<file path="src/rtl/lcpwm_defs.svh">
// Offsets, field positions, reset values and timing counts of the long-cycle pwm
`ifndef LCPWM_DEFS_SVH
`define LCPWM_DEFS_SVH

// ****************************************
// Register byte addresses (word aligned)
// ****************************************
`define LCPWM_OFF_CMP_LO    8'h00
`define LCPWM_OFF_CMP_HI    8'h04
`define LCPWM_OFF_MODE      8'h08
`define LCPWM_OFF_CTRL      8'h0c
`define LCPWM_OFF_COUNT     8'h10
`define LCPWM_OFF_IRQ_STAT  8'h14
`define LCPWM_OFF_IRQ_MASK  8'h18

// ****************************************
// Mode control fields
// ****************************************
`define LCPWM_MODE_PWM_BIT  1
`define LCPWM_MODE_MAT_BIT  3
`define LCPWM_MODE_ECOM_BIT 6

// ****************************************
// Long pwm control fields
// ****************************************
`define LCPWM_CTRL_CYCLE_LENGTH_SELECT_LSB 0
`define LCPWM_CTRL_CYCLE_LENGTH_SELECT_MSB 1
`define LCPWM_CTRL_LONG_CYCLE_OVERFLOW_FLAG_BIT  5
`define LCPWM_CTRL_RELOAD_SELECT_BIT 7

// ****************************************
// Interrupt bits
// ****************************************
`define LCPWM_IRQ_LONG_CYCLE_OVERFLOW_FLAG_BIT  0
`define LCPWM_IRQ_CCF_BIT   1

// ****************************************
// Reset values
// ****************************************
`define LCPWM_RST_MODE      8'h00
`define LCPWM_RST_CTRL      8'h00
`define LCPWM_RST_CMP       16'h0000
`define LCPWM_RST_CNT       16'h0000

// ****************************************
// Cycle periods in counter clocks
// ****************************************
`define LCPWM_PERIOD_9      512
`define LCPWM_PERIOD_10     1024
`define LCPWM_PERIOD_11     2048

`endif

</file>
<file path="src/rtl/lcpwm_pkg.sv">
// Types shared by the long-cycle pwm modules
package lcpwm_pkg;

  // ****************************************
  // Cycle length selection
  // ****************************************
  typedef enum logic [1:0] {
    lcpwm_len_8  = 2'b00,
    lcpwm_len_9  = 2'b01,
    lcpwm_len_10 = 2'b10,
    lcpwm_len_11 = 2'b11
  } lcpwm_len_e;

  typedef logic [15:0] lcpwm_word_t;

endpackage : lcpwm_pkg

</file>
<file path="src/rtl/lcpwm_counter.sv">
// Free-running counter with overflow detection at the selected length
`timescale 1ns/10ps
`default_nettype none
`include "lcpwm_defs.svh"
module lcpwm_counter
  import lcpwm_pkg::*;
(
  // Clock and reset
  input  wire logic        mclk,
  input  wire logic        rst,
  input  wire logic        ce,
  // Configuration
  input  wire lcpwm_len_e  len_sel,
  // Counter state
  output logic [15:0]      count,
  output logic             ovf_pulse
);

  logic [15:0] count_reg;
  logic [15:0] count_next;
  logic        ovf_wire;

  assign count_next = count_reg + 16'h0001;
  // Overflow out of bit N: low N bits wrap to zero on the next count
  assign ovf_wire   = (len_sel == lcpwm_len_9)  ? (count_reg[8:0]  == 9'h1ff)  :
                      (len_sel == lcpwm_len_10) ? (count_reg[9:0]  == 10'h3ff) :
                      (len_sel == lcpwm_len_11) ? (count_reg[10:0] == 11'h7ff) :
                                                  (count_reg[7:0]  == 8'hff);

  always_ff @(posedge mclk) begin
    if (rst) begin
      count_reg <= `LCPWM_RST_CNT;
      ovf_pulse <= 1'b0;
    end else if (ce) begin
      count_reg <= count_next;
      ovf_pulse <= ovf_wire;
    end
  end

  assign count = count_reg;

endmodule : lcpwm_counter
`default_nettype wire

</file>
<file path="src/rtl/lcpwm_compare.sv">
// Compare of the low N counter bits against the channel compare value
`timescale 1ns/10ps
`default_nettype none
module lcpwm_compare
  import lcpwm_pkg::*;
(
  // Inputs
  input  wire logic [15:0] count,
  input  wire logic [15:0] cmp,
  input  wire lcpwm_len_e  len_sel,
  // Result
  output logic             match
);

  logic [10:0] len_mask;
  logic [10:0] diff;

  assign len_mask = (len_sel == lcpwm_len_9)  ? 11'h1ff :
                    (len_sel == lcpwm_len_10) ? 11'h3ff :
                    (len_sel == lcpwm_len_11) ? 11'h7ff : 11'h0ff;
  assign diff     = (count[10:0] ^ cmp[10:0]) & len_mask;
  // Only the low N bits take part in the compare
  assign match    = (diff == 11'h000);

endmodule : lcpwm_compare
`default_nettype wire

</file>
<file path="src/rtl/lcpwm_top.sv">
// Long-cycle 9/10/11-bit pwm channel with a classic Wishbone register slave
//
// The register addresses and the Wishbone interface to the registers were decided locally.
`timescale 1ns/10ps
`default_nettype none
`include "lcpwm_defs.svh"
module lcpwm_top
  import lcpwm_pkg::*;
(
  // Clock, reset, enable
  input  wire logic        mclk,
  input  wire logic        rst,
  input  wire logic        ce,
  // Wishbone slave
  input  wire logic        wb_cyc_i,
  input  wire logic        wb_stb_i,
  input  wire logic        wb_we_i,
  input  wire logic [7:0]  wb_adr_i,
  input  wire logic [3:0]  wb_sel_i,
  input  wire logic [31:0] wb_dat_i,
  output logic [31:0]      wb_dat_o,
  output logic             wb_ack_o,
  output logic             wb_err_o,
  // Channel output and interrupt
  output logic             chan_output_pin,
  output logic             irq
);

  // ****************************************
  // State
  // ****************************************
  logic [15:0] chan_compare_value_reg;
  logic [15:0] chan_compare_value_next;
  logic [15:0] reload_reg;
  logic [15:0] reload_next;
  logic [7:0]  chan_mode_control_reg;
  logic [7:0]  chan_mode_control_next;
  logic [7:0]  long_pwm_control_reg;
  logic [7:0]  long_pwm_control_next;
  logic        ccf_reg;
  logic        ccf_next;
  logic [1:0]  irq_stat_reg;
  logic [1:0]  irq_stat_next;
  logic [1:0]  irq_mask_reg;
  logic [1:0]  irq_mask_next;
  logic        out_reg;
  logic        out_next;
  logic        ack_reg;
  logic        err_reg;
  logic [31:0] rdata_reg;

  // ****************************************
  // Counter and comparator
  // ****************************************
  logic [15:0] count;
  logic        ovf_pulse;
  logic        match;
  lcpwm_len_e  len_sel;

  assign len_sel = lcpwm_len_e'(long_pwm_control_reg[`LCPWM_CTRL_CYCLE_LENGTH_SELECT_MSB:
                                                     `LCPWM_CTRL_CYCLE_LENGTH_SELECT_LSB]);

  lcpwm_counter u_counter (
    .mclk      (mclk),
    .rst       (rst),
    .ce        (ce),
    .len_sel   (len_sel),
    .count     (count),
    .ovf_pulse (ovf_pulse)
  );

  lcpwm_compare u_compare (
    .count   (count),
    .cmp     (chan_compare_value_reg),
    .len_sel (len_sel),
    .match   (match)
  );

  // ****************************************
  // Mode decode
  // ****************************************
  logic comparator_enable;
  logic pwm_enable;
  logic match_flag_enable;
  logic reload_select;
  logic long_mode;
  logic match_evt;
  logic ovf_evt;

  assign comparator_enable = chan_mode_control_reg[`LCPWM_MODE_ECOM_BIT];
  assign pwm_enable        = chan_mode_control_reg[`LCPWM_MODE_PWM_BIT];
  assign match_flag_enable = chan_mode_control_reg[`LCPWM_MODE_MAT_BIT];
  assign reload_select     = long_pwm_control_reg[`LCPWM_CTRL_RELOAD_SELECT_BIT];
  // Eight-bit length is not long-cycle mode; output stays low there
  assign long_mode = comparator_enable & pwm_enable & (len_sel != lcpwm_len_8);
  // The counter's overflow strobe refers to the count just wrapped
  assign ovf_evt   = ce & ovf_pulse & long_mode;
  assign match_evt = ce & match & long_mode;

  // ****************************************
  // Wishbone decode
  // ****************************************
  logic req;
  logic wr;
  logic rd;
  logic hit_lo;
  logic hit_hi;
  logic hit_mode;
  logic hit_ctrl;
  logic hit_cnt;
  logic hit_stat;
  logic hit_mask;
  logic mapped;
  logic wr_lo;
  logic wr_hi;
  logic wr_mode;
  logic wr_ctrl;
  logic wr_mask;
  logic rd_stat;
  logic [15:0] shared_rd;
  logic [31:0] rdata_next;
  logic        ack_next;
  logic        err_next;

  // Answer one cycle after the take; ack drops the cycle after
  assign ack_next = req & mapped;
  assign err_next = req & ~mapped;

  // Single-cycle answer; ack drops the cycle after it was given
  assign req      = wb_cyc_i & wb_stb_i & ~ack_reg & ~err_reg;
  assign wr       = req & wb_we_i & wb_sel_i[0];
  assign rd       = req & ~wb_we_i;
  assign hit_lo   = (wb_adr_i == `LCPWM_OFF_CMP_LO);
  assign hit_hi   = (wb_adr_i == `LCPWM_OFF_CMP_HI);
  assign hit_mode = (wb_adr_i == `LCPWM_OFF_MODE);
  assign hit_ctrl = (wb_adr_i == `LCPWM_OFF_CTRL);
  assign hit_cnt  = (wb_adr_i == `LCPWM_OFF_COUNT);
  assign hit_stat = (wb_adr_i == `LCPWM_OFF_IRQ_STAT);
  assign hit_mask = (wb_adr_i == `LCPWM_OFF_IRQ_MASK);
  assign mapped   = hit_lo | hit_hi | hit_mode | hit_ctrl | hit_cnt | hit_stat | hit_mask;
  assign wr_lo    = wr & hit_lo;
  assign wr_hi    = wr & hit_hi;
  assign wr_mode  = wr & hit_mode;
  assign wr_ctrl  = wr & hit_ctrl;
  assign wr_mask  = wr & hit_mask;
  assign rd_stat  = rd & hit_stat & wb_sel_i[0];

  assign shared_rd = reload_select ? reload_reg : chan_compare_value_reg;

  assign rdata_next = hit_lo   ? {24'h000000, shared_rd[7:0]} :
                      hit_hi   ? {24'h000000, shared_rd[15:8]} :
                      hit_mode ? {24'h000000, chan_mode_control_reg[7:1], ccf_reg} :
                      hit_ctrl ? {24'h000000, long_pwm_control_reg} :
                      hit_cnt  ? {16'h0000, count} :
                      hit_stat ? {30'h0, irq_stat_reg} :
                      hit_mask ? {30'h0, irq_mask_reg} : 32'h00000000;

  // ****************************************
  // Next-state logic
  // ****************************************
  logic sel_reload_wr;
  logic sel_cmp_wr;

  // Shared byte locations: one decode steers writes to either copy
  assign sel_reload_wr = reload_select;
  assign sel_cmp_wr    = ~reload_select;

  always_comb begin
    reload_next = reload_reg;
    if (wr_lo && sel_reload_wr) begin
      reload_next[7:0] = wb_dat_i[7:0];
    end
    if (wr_hi && sel_reload_wr) begin
      reload_next[15:8] = wb_dat_i[7:0];
    end
  end

  always_comb begin
    chan_compare_value_next = chan_compare_value_reg;
    if (ovf_evt) begin
      chan_compare_value_next = reload_reg;
    end
    // A bus write lands after the reload copy, so software's value wins
    if (wr_lo && sel_cmp_wr) begin
      chan_compare_value_next[7:0] = wb_dat_i[7:0];
    end
    if (wr_hi && sel_cmp_wr) begin
      chan_compare_value_next[15:8] = wb_dat_i[7:0];
    end
  end

  always_comb begin
    chan_mode_control_next = chan_mode_control_reg;
    if (wr_mode) begin
      chan_mode_control_next = wb_dat_i[7:0];
    end
    // Byte writes to the compare location steer the comparator enable
    if (wr_lo) begin
      chan_mode_control_next[`LCPWM_MODE_ECOM_BIT] = 1'b0;
    end
    if (wr_hi) begin
      chan_mode_control_next[`LCPWM_MODE_ECOM_BIT] = 1'b1;
    end
  end

  // ****************************************
  // Flags
  // ****************************************

  always_comb begin
    long_pwm_control_next = long_pwm_control_reg;
    if (wr_ctrl) begin
      long_pwm_control_next = wb_dat_i[7:0];
    end
    // Set beats a same-cycle clear
    if (ovf_evt) begin
      long_pwm_control_next[`LCPWM_CTRL_LONG_CYCLE_OVERFLOW_FLAG_BIT] = 1'b1;
    end
  end

  always_comb begin
    ccf_next = ccf_reg;
    if (wr_mode) begin
      ccf_next = wb_dat_i[0];
    end
    if (match_evt && match_flag_enable) begin
      ccf_next = 1'b1;
    end
  end

  always_comb begin
    irq_stat_next = irq_stat_reg;
    if (rd_stat) begin
      irq_stat_next = 2'b00;
    end
    if (ovf_evt) begin
      irq_stat_next[`LCPWM_IRQ_LONG_CYCLE_OVERFLOW_FLAG_BIT] = 1'b1;
    end
    if (match_evt && match_flag_enable) begin
      irq_stat_next[`LCPWM_IRQ_CCF_BIT] = 1'b1;
    end
  end

  always_comb begin
    irq_mask_next = irq_mask_reg;
    if (wr_mask) begin
      irq_mask_next = wb_dat_i[1:0];
    end
  end

  // ****************************************
  // Output pin
  // ****************************************

  // Overflow clears before match so a match at count zero keeps high
  always_comb begin
    out_next = out_reg;
    if (!long_mode) begin
      out_next = 1'b0;
    end else if (match_evt) begin
      out_next = 1'b1;
    end else if (ovf_evt) begin
      out_next = 1'b0;
    end
  end

  // ****************************************
  // Registers
  // ****************************************
  always_ff @(posedge mclk) begin
    if (rst) begin
      chan_compare_value_reg <= `LCPWM_RST_CMP;
      reload_reg             <= `LCPWM_RST_CMP;
      chan_mode_control_reg  <= `LCPWM_RST_MODE;
      long_pwm_control_reg   <= `LCPWM_RST_CTRL;
      ccf_reg                <= 1'b0;
      irq_stat_reg           <= 2'b00;
      irq_mask_reg           <= 2'b00;
      out_reg                <= 1'b0;
    end else if (ce) begin
      chan_compare_value_reg <= chan_compare_value_next;
      reload_reg             <= reload_next;
      chan_mode_control_reg  <= {chan_mode_control_next[7:1], 1'b0};
      long_pwm_control_reg   <= long_pwm_control_next;
      ccf_reg                <= ccf_next;
      irq_stat_reg           <= irq_stat_next;
      irq_mask_reg           <= irq_mask_next;
      out_reg                <= out_next;
    end
  end

  always_ff @(posedge mclk) begin
    if (rst) begin
      ack_reg   <= 1'b0;
      err_reg   <= 1'b0;
      rdata_reg <= 32'h00000000;
    end else if (ce) begin
      ack_reg   <= ack_next;
      err_reg   <= err_next;
      rdata_reg <= rd ? rdata_next : 32'h00000000;
    end
  end

  // ****************************************
  // Interrupt
  // ****************************************
  // Level output from a flop; built from next values so it has no lag
  logic irq_reg;
  logic irq_next;

  assign irq_next = |(irq_stat_next & irq_mask_next);

  always_ff @(posedge mclk) begin
    if (rst) begin
      irq_reg <= 1'b0;
    end else if (ce) begin
      irq_reg <= irq_next;
    end
  end

  // ****************************************
  // Outputs
  // ****************************************
  // Read data fully registered, compare flag included
  assign wb_dat_o        = rdata_reg;
  assign wb_ack_o        = ack_reg;
  assign wb_err_o        = err_reg;
  assign chan_output_pin = out_reg;
  assign irq             = irq_reg;

endmodule : lcpwm_top
`default_nettype wire

</file>
<file path="config.mk">
export PLATFORM = sky130hd
export DESIGN_NAME = lcpwm_top
export DESIGN_NICKNAME = d
export VERILOG_FILES = /design/src/rtl/lcpwm_pkg.sv /design/src/rtl/lcpwm_counter.sv /design/src/rtl/lcpwm_compare.sv /design/src/rtl/lcpwm_top.sv
export VERILOG_INCLUDE_DIRS = /design/src /design/src/rtl
export SDC_FILE = /design/constraint.sdc
export NUM_CORES = 1
export LEC_CHECK = 0
export ABC_AREA = 1
export BUFFER_PORTS_ARGS = -buffer_cell sky130_fd_sc_hd__buf_2
export CAP_MARGIN = 20
export CORE_MARGIN = 2
export CORE_UTILIZATION = 36
export CTS_BUF_LIST = sky130_fd_sc_hd__clkbuf_8
export DETAILED_ROUTE_END_ITERATION = 10
export PLACE_DENSITY_LB_ADDON = 0.08
export SLEW_MARGIN = 20
export SYNTH_ARGS = -nofsm -noshare
export SYNTH_HDL_FRONTEND = slang
export SYNTH_SLANG_ARGS = --single-unit
</file>
<file path="constraint.sdc">
create_clock -name mclk -period 4.2 [get_ports mclk]
set_input_delay 0.42 -clock mclk [delete_from_list [all_inputs] [get_ports mclk]]
set_output_delay 0.42 -clock mclk [all_outputs]
set_load 0.01 [all_outputs]
</file>
Yosys cells after proc, flatten, opt, wreduce, memory -nomap -nowiden
Index checks and enable logic that the tools add are counted.

storage, ports and cells
  register bits after elaboration = 105
  input port bits = 50
  output and inout port bits = 36

cells by class
  add/sub/neg operators = 1
  equality and inequality tests = 14
  mux-type cells = 32
  bitwise gates (word level) = 35
  reductions and logical operators = 24

operators with widths
  cell                                                  count
  2-to-1 mux 16 bit                                     8
  2-to-1 mux 11 bit                                     3
  equality test 8 x 5 -> 1 bit (second input constant)  3
  bitwise AND 1 bit                                     21
  AND reduction 2 bit                                   10
  adder 16 x 1 -> 16 bit (second input constant)        1
  equality test 8 x 4 -> 1 bit (second input constant)  2
  2-to-1 mux 8 bit                                      2
  2-to-1 mux 1 bit                                      13
  bitwise AND 11 bit                                    1
  equality test 11 bit (second input constant)          1
  logical NOT 11 bit                                    1
  bitwise XOR 11 bit                                    1
  equality test 10 bit (second input constant)          1
  nonzero test 2 bit                                    5
  equality test 9 bit (second input constant)           1
  equality test 8 x 3 -> 1 bit (second input constant)  1
  equality test 8 bit (second input constant)           1
  logical NOT 8 bit                                     1
  2-to-1 mux 2 bit                                      4
  2-to-1 mux 7 bit                                      1
  2-to-1 mux 6 bit                                      1
  bitwise OR 1 bit                                      6
  logical AND 1 bit                                     5
  other kinds (7)                                       12

Longest topological paths before layout
Gate-level depths: netlist of run 1.

  depth after elaboration = 12
  mapped depth = 12
  gate-level depth less buffers = 12

Hierarchy
Synthesis of run 1 repeated with hierarchy kept, for this count alone.

unflattened totals
  cells, all modules = 723
  area, all modules = 4827.1 sq um

modules (own cells, without submodules)
  module         instances  cells each  area each (sq um)  seq. area each (sq um)
  lcpwm_top      1          536         3706.1             1441.4
  lcpwm_counter  1          119         857.1              340.3
  lcpwm_compare  1          68          264.0              0.0

Least setup slack after synthesis of run 1
No wires, ideal clock.

  kind = input to register
  from = in wb_adr_i[4]
  to = reg chan_compare_value_reg[13]
  library setup time = 117 ps
  data arrival time = 1465 ps
  setup slack = 2619 ps
  cell stages on the path = 11
  path through = nor2_4 nand3_4 nor2_4 nand2_4 nor2_8 nand2_2 nand2_2 inv_2 buf_6 o21ai_1 a21oi_1

between the ends
  longest elaborated chain between the ends = 5
  elaborated cells between the ends (all ways) = 6

ends and longest elaborated chain
  item                                               line              source
  start: declaration                                 lcpwm_top.sv:18   input wire logic [7:0] wb_adr_i,
  equality test 8 x 3 -> 1 bit (no source line) (*)  -
  bitwise AND 1 bit (*)                              lcpwm_top.sv:142  assign wr_hi = wr & hit_hi;
  logical AND 1 bit (*)                              lcpwm_top.sv:187  if (wr_hi && sel_cmp_wr) begin
  nonzero test 2 bit (no source line)                -
  AND reduction 2 bit (no source line)               -
  end signal: assignment                             lcpwm_top.sv:272  chan_compare_value_reg <= `LCPWM_RST_CMP;
  end signal: assignment                             lcpwm_top.sv:281  chan_compare_value_reg <= chan_compare_value_next;
  end: declaration                                   lcpwm_top.sv:32   logic [15:0] chan_compare_value_reg;

Mark *: on every way between the ends. The rest lies on a longest branch, timed or not.
A chain may end at the register's enable or synchronous reset.

==> out/results.md, run 1 <==
• **outcome** completed
• **share of final-layout standard cells stronger than drive strength 1** 0.122
• **CTS buffer count** 9
• **crit share post-route** 0.537
• **arrival time worst endpoint** 2.57 ns
• **WL final** 13.2 mm
• **sort of element at the start of the critical path** input port
• **count of TritonRoute iterations in the first routing pass** 5
• **total routing resource utilization after global routing** 0.196
• **final estimated routing congestion in global placement** 0.818
• **area of the multi-input gates** 2440 sq um
• **area used by sequential logic in the layout** 1780 sq um
• **area growth from synthesis to layout** 9.12%
• **top area cells in the synthesized netlist** dfxtp_1, nand2_1, a21oi_1, o21ai_0, inv_1
• **die outline width** 118 um
• **Critical Path RT** 4.51 ns
• **sequential cell area fraction in the yosys report** 0.379
• **Post-layout nets** 786
• **number of max-capacitance violations reported** 0
• **register-to-register setup slack** 2.04 ns
• **final core utilization** 0.405
• **Post-CTS Setup Bufs** 0
• **Hold Violations, Final** 0
• **initial antenna violation count** 0
• **worst min path class** in -> reg
• **CP most frequent cell** nand2_1
• **cell type contributing the most total cell area after synthesis** dfxtp_1
• **maximum vdd drop** 279 uV
• **asr flop ratio synth** 0
• **number of synthesis warnings** 0
• **final total negative setup slack** 0 ns
• **post-DP HPWL** 9.35 mm
• **Vias** 4553
• **vias in the first global route** 4287
• **final setup fails** 0
• **sum of overflow across all layers after global routing** 0
• **buffer and inverter count on the worst path** 2
• **clock transition at the registers of the reported paths** 0.09 ns
• **Post-synth EDFFs** 0
• **average via count per standard cell** 5.00
• **slowest stage delay, CP** 0.53 ns
• **placed cell areas** 4950 sq um
• **clk root buf** clkbuf_8
• **fraction of power consumed by the clock network** 0.383
• **overall die area** 14000 sq um
• **top flip-flop cell by instance count after synthesis** dfxtp_1
• **number of cells produced by synthesis** 707
• **maximum root-to-sink buffer count** 2
• **Net Switching** 397 uW
• **area of the placeable core** 12700 sq um
• **part of the total power dissipated in combinational logic** 0.063
• **total of fill cells in the finished design** 1434
• **clock network latency to the later pin of the worst-skew pair** 0.38 ns
• **max-slew violation count** 0
• **number of antenna-violating nets in the routed design** 0
• **f_max** 444 MHz
• **Crit Path Max Fanout** 30
• **DR DRC count** 0
• **post-synthesis cell type count** 39
• **min cycle time layout** 2.25 ns
• **crit-path cells** buf_2, inv_1, nor2_1, nand2_1, nor2_2, nand2_1, a21oi_1
• **leakage component of the power** 2.07 nW
• **wire length of the first global-routing pass** 21.7 mm
• **violation count after the first detailed-routing iteration** 303
• **Worst setup EP type** flop
• **Worst slew margin** 0.373
• **number of H-tree levels** 3
• **Site Rows** 41
• **count of inserted antenna diode cells** 0
• **start-to-end type of the worst setup path** in -> reg
• **hold-fix buffers at CTS** 0
• **CTS tree** done
• **wire length per cell after detailed routing** 14.5 um
• **Final Cell Area** 5130 sq um
• **Clock Skew** 0.0141 ns
• **count of buffers inserted at the top-level ports** 42
• **pin count of the biggest net entering global routing** 61
• **I/O pin cnt** 86
• **unrepaired setup endpoints after global routing** no
• **summed instance area of the synthesized netlist** 4710 sq um
• **number of sinks handled by clock tree synthesis** 89
• **CP max stage cell** inv_1
• **Power Dens Cells** 300 nW/um^2
• **height of the die** 118 um
• **portion of synthesized cell area occupied by the leading cell type** 0.379
• **Int Pwr** 1.14 mW
• **transition time of the tightest slew-check pin** 0.940 ns
• **category of cells accounting for the largest share of critical-path delay** simple AND/OR/NAND/NOR gates
• **number of gates given a new drive strength after cts** 0
• **Avg Inst Size Synth** 6.66 sq um
• **Yosys reg bits** 89
• **switching power share of the total** 0.258
• **effective utilization at floorplan** 0.371
• **Flop pwr share** 0.553
[path summary, 6_finish.rpt]
check | startpoint | endpoint | cells past startpoint
max | ce | wb_dat_o[11]$_SDFFE_PP0P_ | 7
min | wb_dat_i[5] | long_pwm_control_reg[5]$_SDFFE_PP0P_ | 3
max reg2reg | long_pwm_control_reg[0]$_SDFFE_PP0P_ | chan_compare_value_reg[7]$_SDFFE_PP0P_ | 8
min reg2reg | chan_compare_value_reg[13]$_SDFFE_PP0P_ | chan_compare_value_reg[13]$_SDFFE_PP0P_ | 2
[cell type report]
class / count / share of cell area
clock inverters: 7 / 0.0127
flip-flops and latches: 89 / 0.347
inverters: 78 / 0.0570
repair buffers: 43 / 0.0424
clock buffers: 9 / 0.0241
multi-input cells: 513 / 0.475
well taps: 172 / 0.0419
[per-stage QoR]
step	instances	hold slack (ns)	worst slack, ns	power [mW]
6_report	911	0.339	1.95	1.54
4_1_cts	911	0.323	1.90	1.56
2_1_floorplan	722	0.425	2.62	0.944
3_5_place_dp	895	0.446	1.50	0.970
3_3_place_gp	895	0.437	1.51	0.969
5_1_grt	911	0.334	1.64	1.60
[layout by cell type, fill, tap and decap left out, types with 6 or more instances in the layout]
cell type / n
inv_2: 8
buf_2: 42
inv_1: 72
nand2_1: 167
o211ai_1: 7
o21ai_0: 74
clkbuf_8: 9
nor2_1: 67
nor3_1: 7
conb_1: 16
nor2_2: 6
a31oi_1: 11
a21oi_1: 77
nand3_1: 41
dfxtp_1: 89
o21ai_1: 8
[synthesized netlist by cell type (all sizes together), types with 2 or more instances]
cell      n
clkbuf   11
o21ai    83
buf      31
o211ai    7
nor3     10
nand4     3
nand3    42
nand2   173
ha        2
a21oi    78
dfxtp    89
nor2     79
inv      77
xnor2     2
a31oi    12
[cells by family after synthesis]
family | count (synthesis) | synth area share
simple gates | 312 | 0.294
xor+xnor | 2 | 0.00372
fa+ha+maj | 2 | 0.00532
compound gates | 181 | 0.203
buf+inv | 120 | 0.115
flops | 89 | 0.379
other cells | 1 | 0.000797
[routing by layer]
layer | GRT usage | share of wire | routed length, um
met1 | 0.249 | 0.46 | 6040
met3 | 0.0497 | 0.047 | 623
met2 | 0.321 | 0.47 | 6160
met4 | 0.0663 | 0.028 | 374
met5 | 0 | 0 | 0
[power groups by stage]
stage,Sequential [mW],Combinational (mW),Clock [mW]
3_3_place_gp,0.872,0.0974,0
4_1_cts,0.852,0.0984,0.609
3_5_place_dp,0.872,0.0983,0
5_1_grt,0.853,0.111,0.637
6_report,0.852,0.0975,0.590
2_1_floorplan,0.871,0.0735,0
[worst reg2reg max path, cell delays in order (launching register included)]
cell and delay (ns):
dfxtp_1 0.36, nor2_1 0.16, nor2_1 0.10, nand3_1 0.22, inv_1 0.13, a31oi_2 0.52, inv_1 0.27, o21ai_0 0.22
nor2_1 0.06
Power figures use the tool's default switching activity.
==> run 2, diff against run 1 <==
- clock period: 4.2 -> 2.2 ns (I/O delays scaled with it)
==> run 2 against run 1 <==
  * Die area stayed put
  * Worst hold slack worse by 0.19 ns
  * Via count hardly changed
  * Clock skew is 0.0038 ns lower
  * Combinational power is 100% higher
  * Final area is 2.0% higher
  * Global-route usage is 0.26 points higher
  * Largest cell class unchanged
  * Largest power group unchanged
  * Highest routed layer unchanged
==> out/results.md, run 2 (same netlist as run 1, synthesis figures left out) <==
• **outcome** completed
• **CTS buffer count** 9, unchanged
• **total routing resource utilization after global routing** 0.198, +0.00263
• **Final Cell Area** 5240 sq um, +2.0%
• **I/O pin cnt** 86, unchanged
• **crit path capture** chan_compare_value_reg[7]$_SDFFE_PP0P_
• **Placed Cells incl. Taps** 908, +1.5%
• **fraction of power consumed by the clock network** 0.391, +0.008
• **Int Pwr** 2.25 mW, +97%
• **most frequent cells in the layout** nand2_1, dfxtp_1, a21oi_1
• **Net Switching** 745 uW, +88%
• **Crit Path Max Fanout** 12, -60%
• **final setup fails** 0, unchanged
• **non-filler cells, final** 923, +1.3%
• **area of the placeable core** 12700 sq um, unchanged
• **hold-fix buffers at CTS** 0, unchanged
• **maximum vdd drop** 402 uV, +44%
• **sum of overflow across all layers after global routing** 0, unchanged
• **Critical Path Start** wb_err_o$_SDFFE_PP0P_
• **share of final-layout standard cells stronger than drive strength 1** 0.137, +0.0154
• **Worst setup EP type** flop
• **Worst slew margin** 0.599, +0.226
• **final total negative setup slack** 0 ns, unchanged
• **worst min path class** in -> reg
• **wire length per cell after detailed routing** 14.6 um, +0.53%
• **effective utilization at floorplan** 0.371, unchanged
• **count of inserted antenna diode cells** 0, unchanged
• **Power Dens Cells** 571 nW/um^2, +90%
• **DR DRC count** 0, unchanged
• **register-to-register setup slack** 0.27 ns, -1.77 ns
• **capture point of the worst reg-to-reg path** chan_compare_value_reg[7]$_SDFFE_PP0P_
• **clock transition at the registers of the reported paths** 0.08 ns, about the same
• **number of max-capacitance violations reported** 0, unchanged
• **final hold slack** 0.149 ns, -0.190 ns
• **sort of element at the start of the critical path** flop
• **Site Rows** 41, unchanged
• **Post-CTS Setup Bufs** 0, unchanged
• **start-to-end type of the worst setup path** reg -> reg
• **initial antenna violation count** 0, unchanged
• **pin count of the biggest net entering global routing** 61, unchanged
• **wire length of the first global-routing pass** 21.9 mm, +0.61%
• **height of the die** 118 um, unchanged
• **min cycle time layout** 1.93 ns
• **final estimated routing congestion in global placement** 0.841, +2.9%
• **CTS tree** done
• **die outline width** 118 um, unchanged
• **reg2reg path depth** 9, +1
• **Clock Skew** 0.0103 ns, -0.00380 ns
• **reg-to-reg critical path startpoint** wb_err_o$_SDFFE_PP0P_
• **f_max** 519 MHz
• **Final WS setup** 0.274 ns, -1.67 ns
• **post-DP HPWL** 9.74 mm, +4.2%
• **transition time of the tightest slew-check pin** 0.601 ns, -0.339 ns
• **violation count after the first detailed-routing iteration** 235, -22%
• **area growth from synthesis to layout** 11.3%
• **leakage component of the power** 2.15 nW, +3.5%
• **number of sinks handled by clock tree synthesis** 89, unchanged
• **arrival time worst endpoint** 2.24 ns, -0.33 ns
• **clk root buf** clkbuf_8
• **Flop pwr share** 0.544, -0.009
• **Final Power** 2.99 mW, +94%
• **Hold Violations, Final** 0, unchanged
• **vias in the first global route** 4236, -1.2%
• **max-slew violation count** 0, unchanged
• **maximum root-to-sink buffer count** 2, unchanged
• **number of gates given a new drive strength after cts** 0, unchanged
• **unrepaired setup endpoints after global routing** no
• **switching power share of the total** 0.249, -0.00881
• **number of H-tree levels** 3, unchanged
• **clock network latency to the later pin of the worst-skew pair** 0.38 ns, about the same
• **part of the total power dissipated in combinational logic** 0.066, +0.003
• **final core utilization** 0.413, +0.00820
• **crit share post-route** 0.876
• **overall die area** 14000 sq um, unchanged
• **number of antenna-violating nets in the routed design** 0, unchanged
• **Post-layout nets** 799, +1.7%
• **average via count per standard cell** 4.93, -1.3%
• **Vias** 4552, -0.022%
• **WL final** 13.4 mm, +1.9%
• **Critical Path RT** 2.51 ns, -2.00 ns
• **most common library cell in the layout ignoring fill and taps** nand2_1
• **placed cell areas** 5040 sq um, +2.0%
• **minimum setup slack after placement** 0.328 ns, -1.17 ns
• **count of buffers inserted at the top-level ports** 42, unchanged
• **count of TritonRoute iterations in the first routing pass** 5, unchanged
## run 2: changes by cell type in the layout (fill, tap and decap cells not counted), moves of 2 or more
cell and delta:
buf_4 +13, clkbuf_8 +2, clkinvlp_4 -2, clkinv_2 +2
## run 2: layout make-up
class                           instances  area, sq um
Timing Repair Buffer                   56          315
Inverter                               78          293
Fill cell                            1399         7430
Clock buffer                           11          151
Sequential cell                        89         1780
Multi-Input combinational cell        513         2440
Clock inverter                          4         43.8
Tap cell                              172          215
## run 2: worst min-delay path by stage
stage,start,end,slack [ns],cells past startpoint
floorplan,wb_dat_i[1],chan_mode_control_reg[1]$_SDFFE_PP0P_,0.35,2
global placement,chan_compare_value_reg[12]$_SDFFE_PP0P_,chan_compare_value_reg[12]$_SDFFE_PP0P_,0.43,2
detailed placement,chan_compare_value_reg[12]$_SDFFE_PP0P_,chan_compare_value_reg[12]$_SDFFE_PP0P_,0.44,2
CTS,wb_dat_i[5],long_pwm_control_reg[5]$_SDFFE_PP0P_,0.13,3
global route,wb_dat_i[5],long_pwm_control_reg[5]$_SDFFE_PP0P_,0.15,3
finish,wb_dat_i[5],chan_mode_control_reg[5]$_SDFFE_PP0P_,0.15,3
## run 2: layer usage
metal / vias to the layer above / GRT usage / wire length, um / part of all wire
li1: 2352 / - / - / -
met1: 2066 / 0.254 / 6130 / 0.46
met2: 114 / 0.328 / 6240 / 0.46
met3: 20 / 0.0478 / 781 / 0.058
met4: 0 / 0.0617 / 289 / 0.022
met5: - / 0 / 0 / 0
## run 2: power by group through the flow
| stage | clock network [mW] | logic [mW] | registers (mW) |
|---|---|---|---|
| floorplan | 0 | 0.140 | 1.66 |
| global placement | 0 | 0.194 | 1.66 |
| detailed placement | 0 | 0.197 | 1.66 |
| CTS | 1.21 | 0.198 | 1.63 |
| global route | 1.27 | 0.223 | 1.63 |
| finish | 1.17 | 0.197 | 1.63 |
## run 2: critical path: stages, from the launching register on
cell and delay (ns):
dfxtp_1 0.32, nor2_1 0.10, nand3_1 0.16, nor2_4 0.26
nand2_1 0.10, inv_2 0.18, a31oi_2 0.28, inv_1 0.24
o21ai_0 0.10, nor2_1 0.11
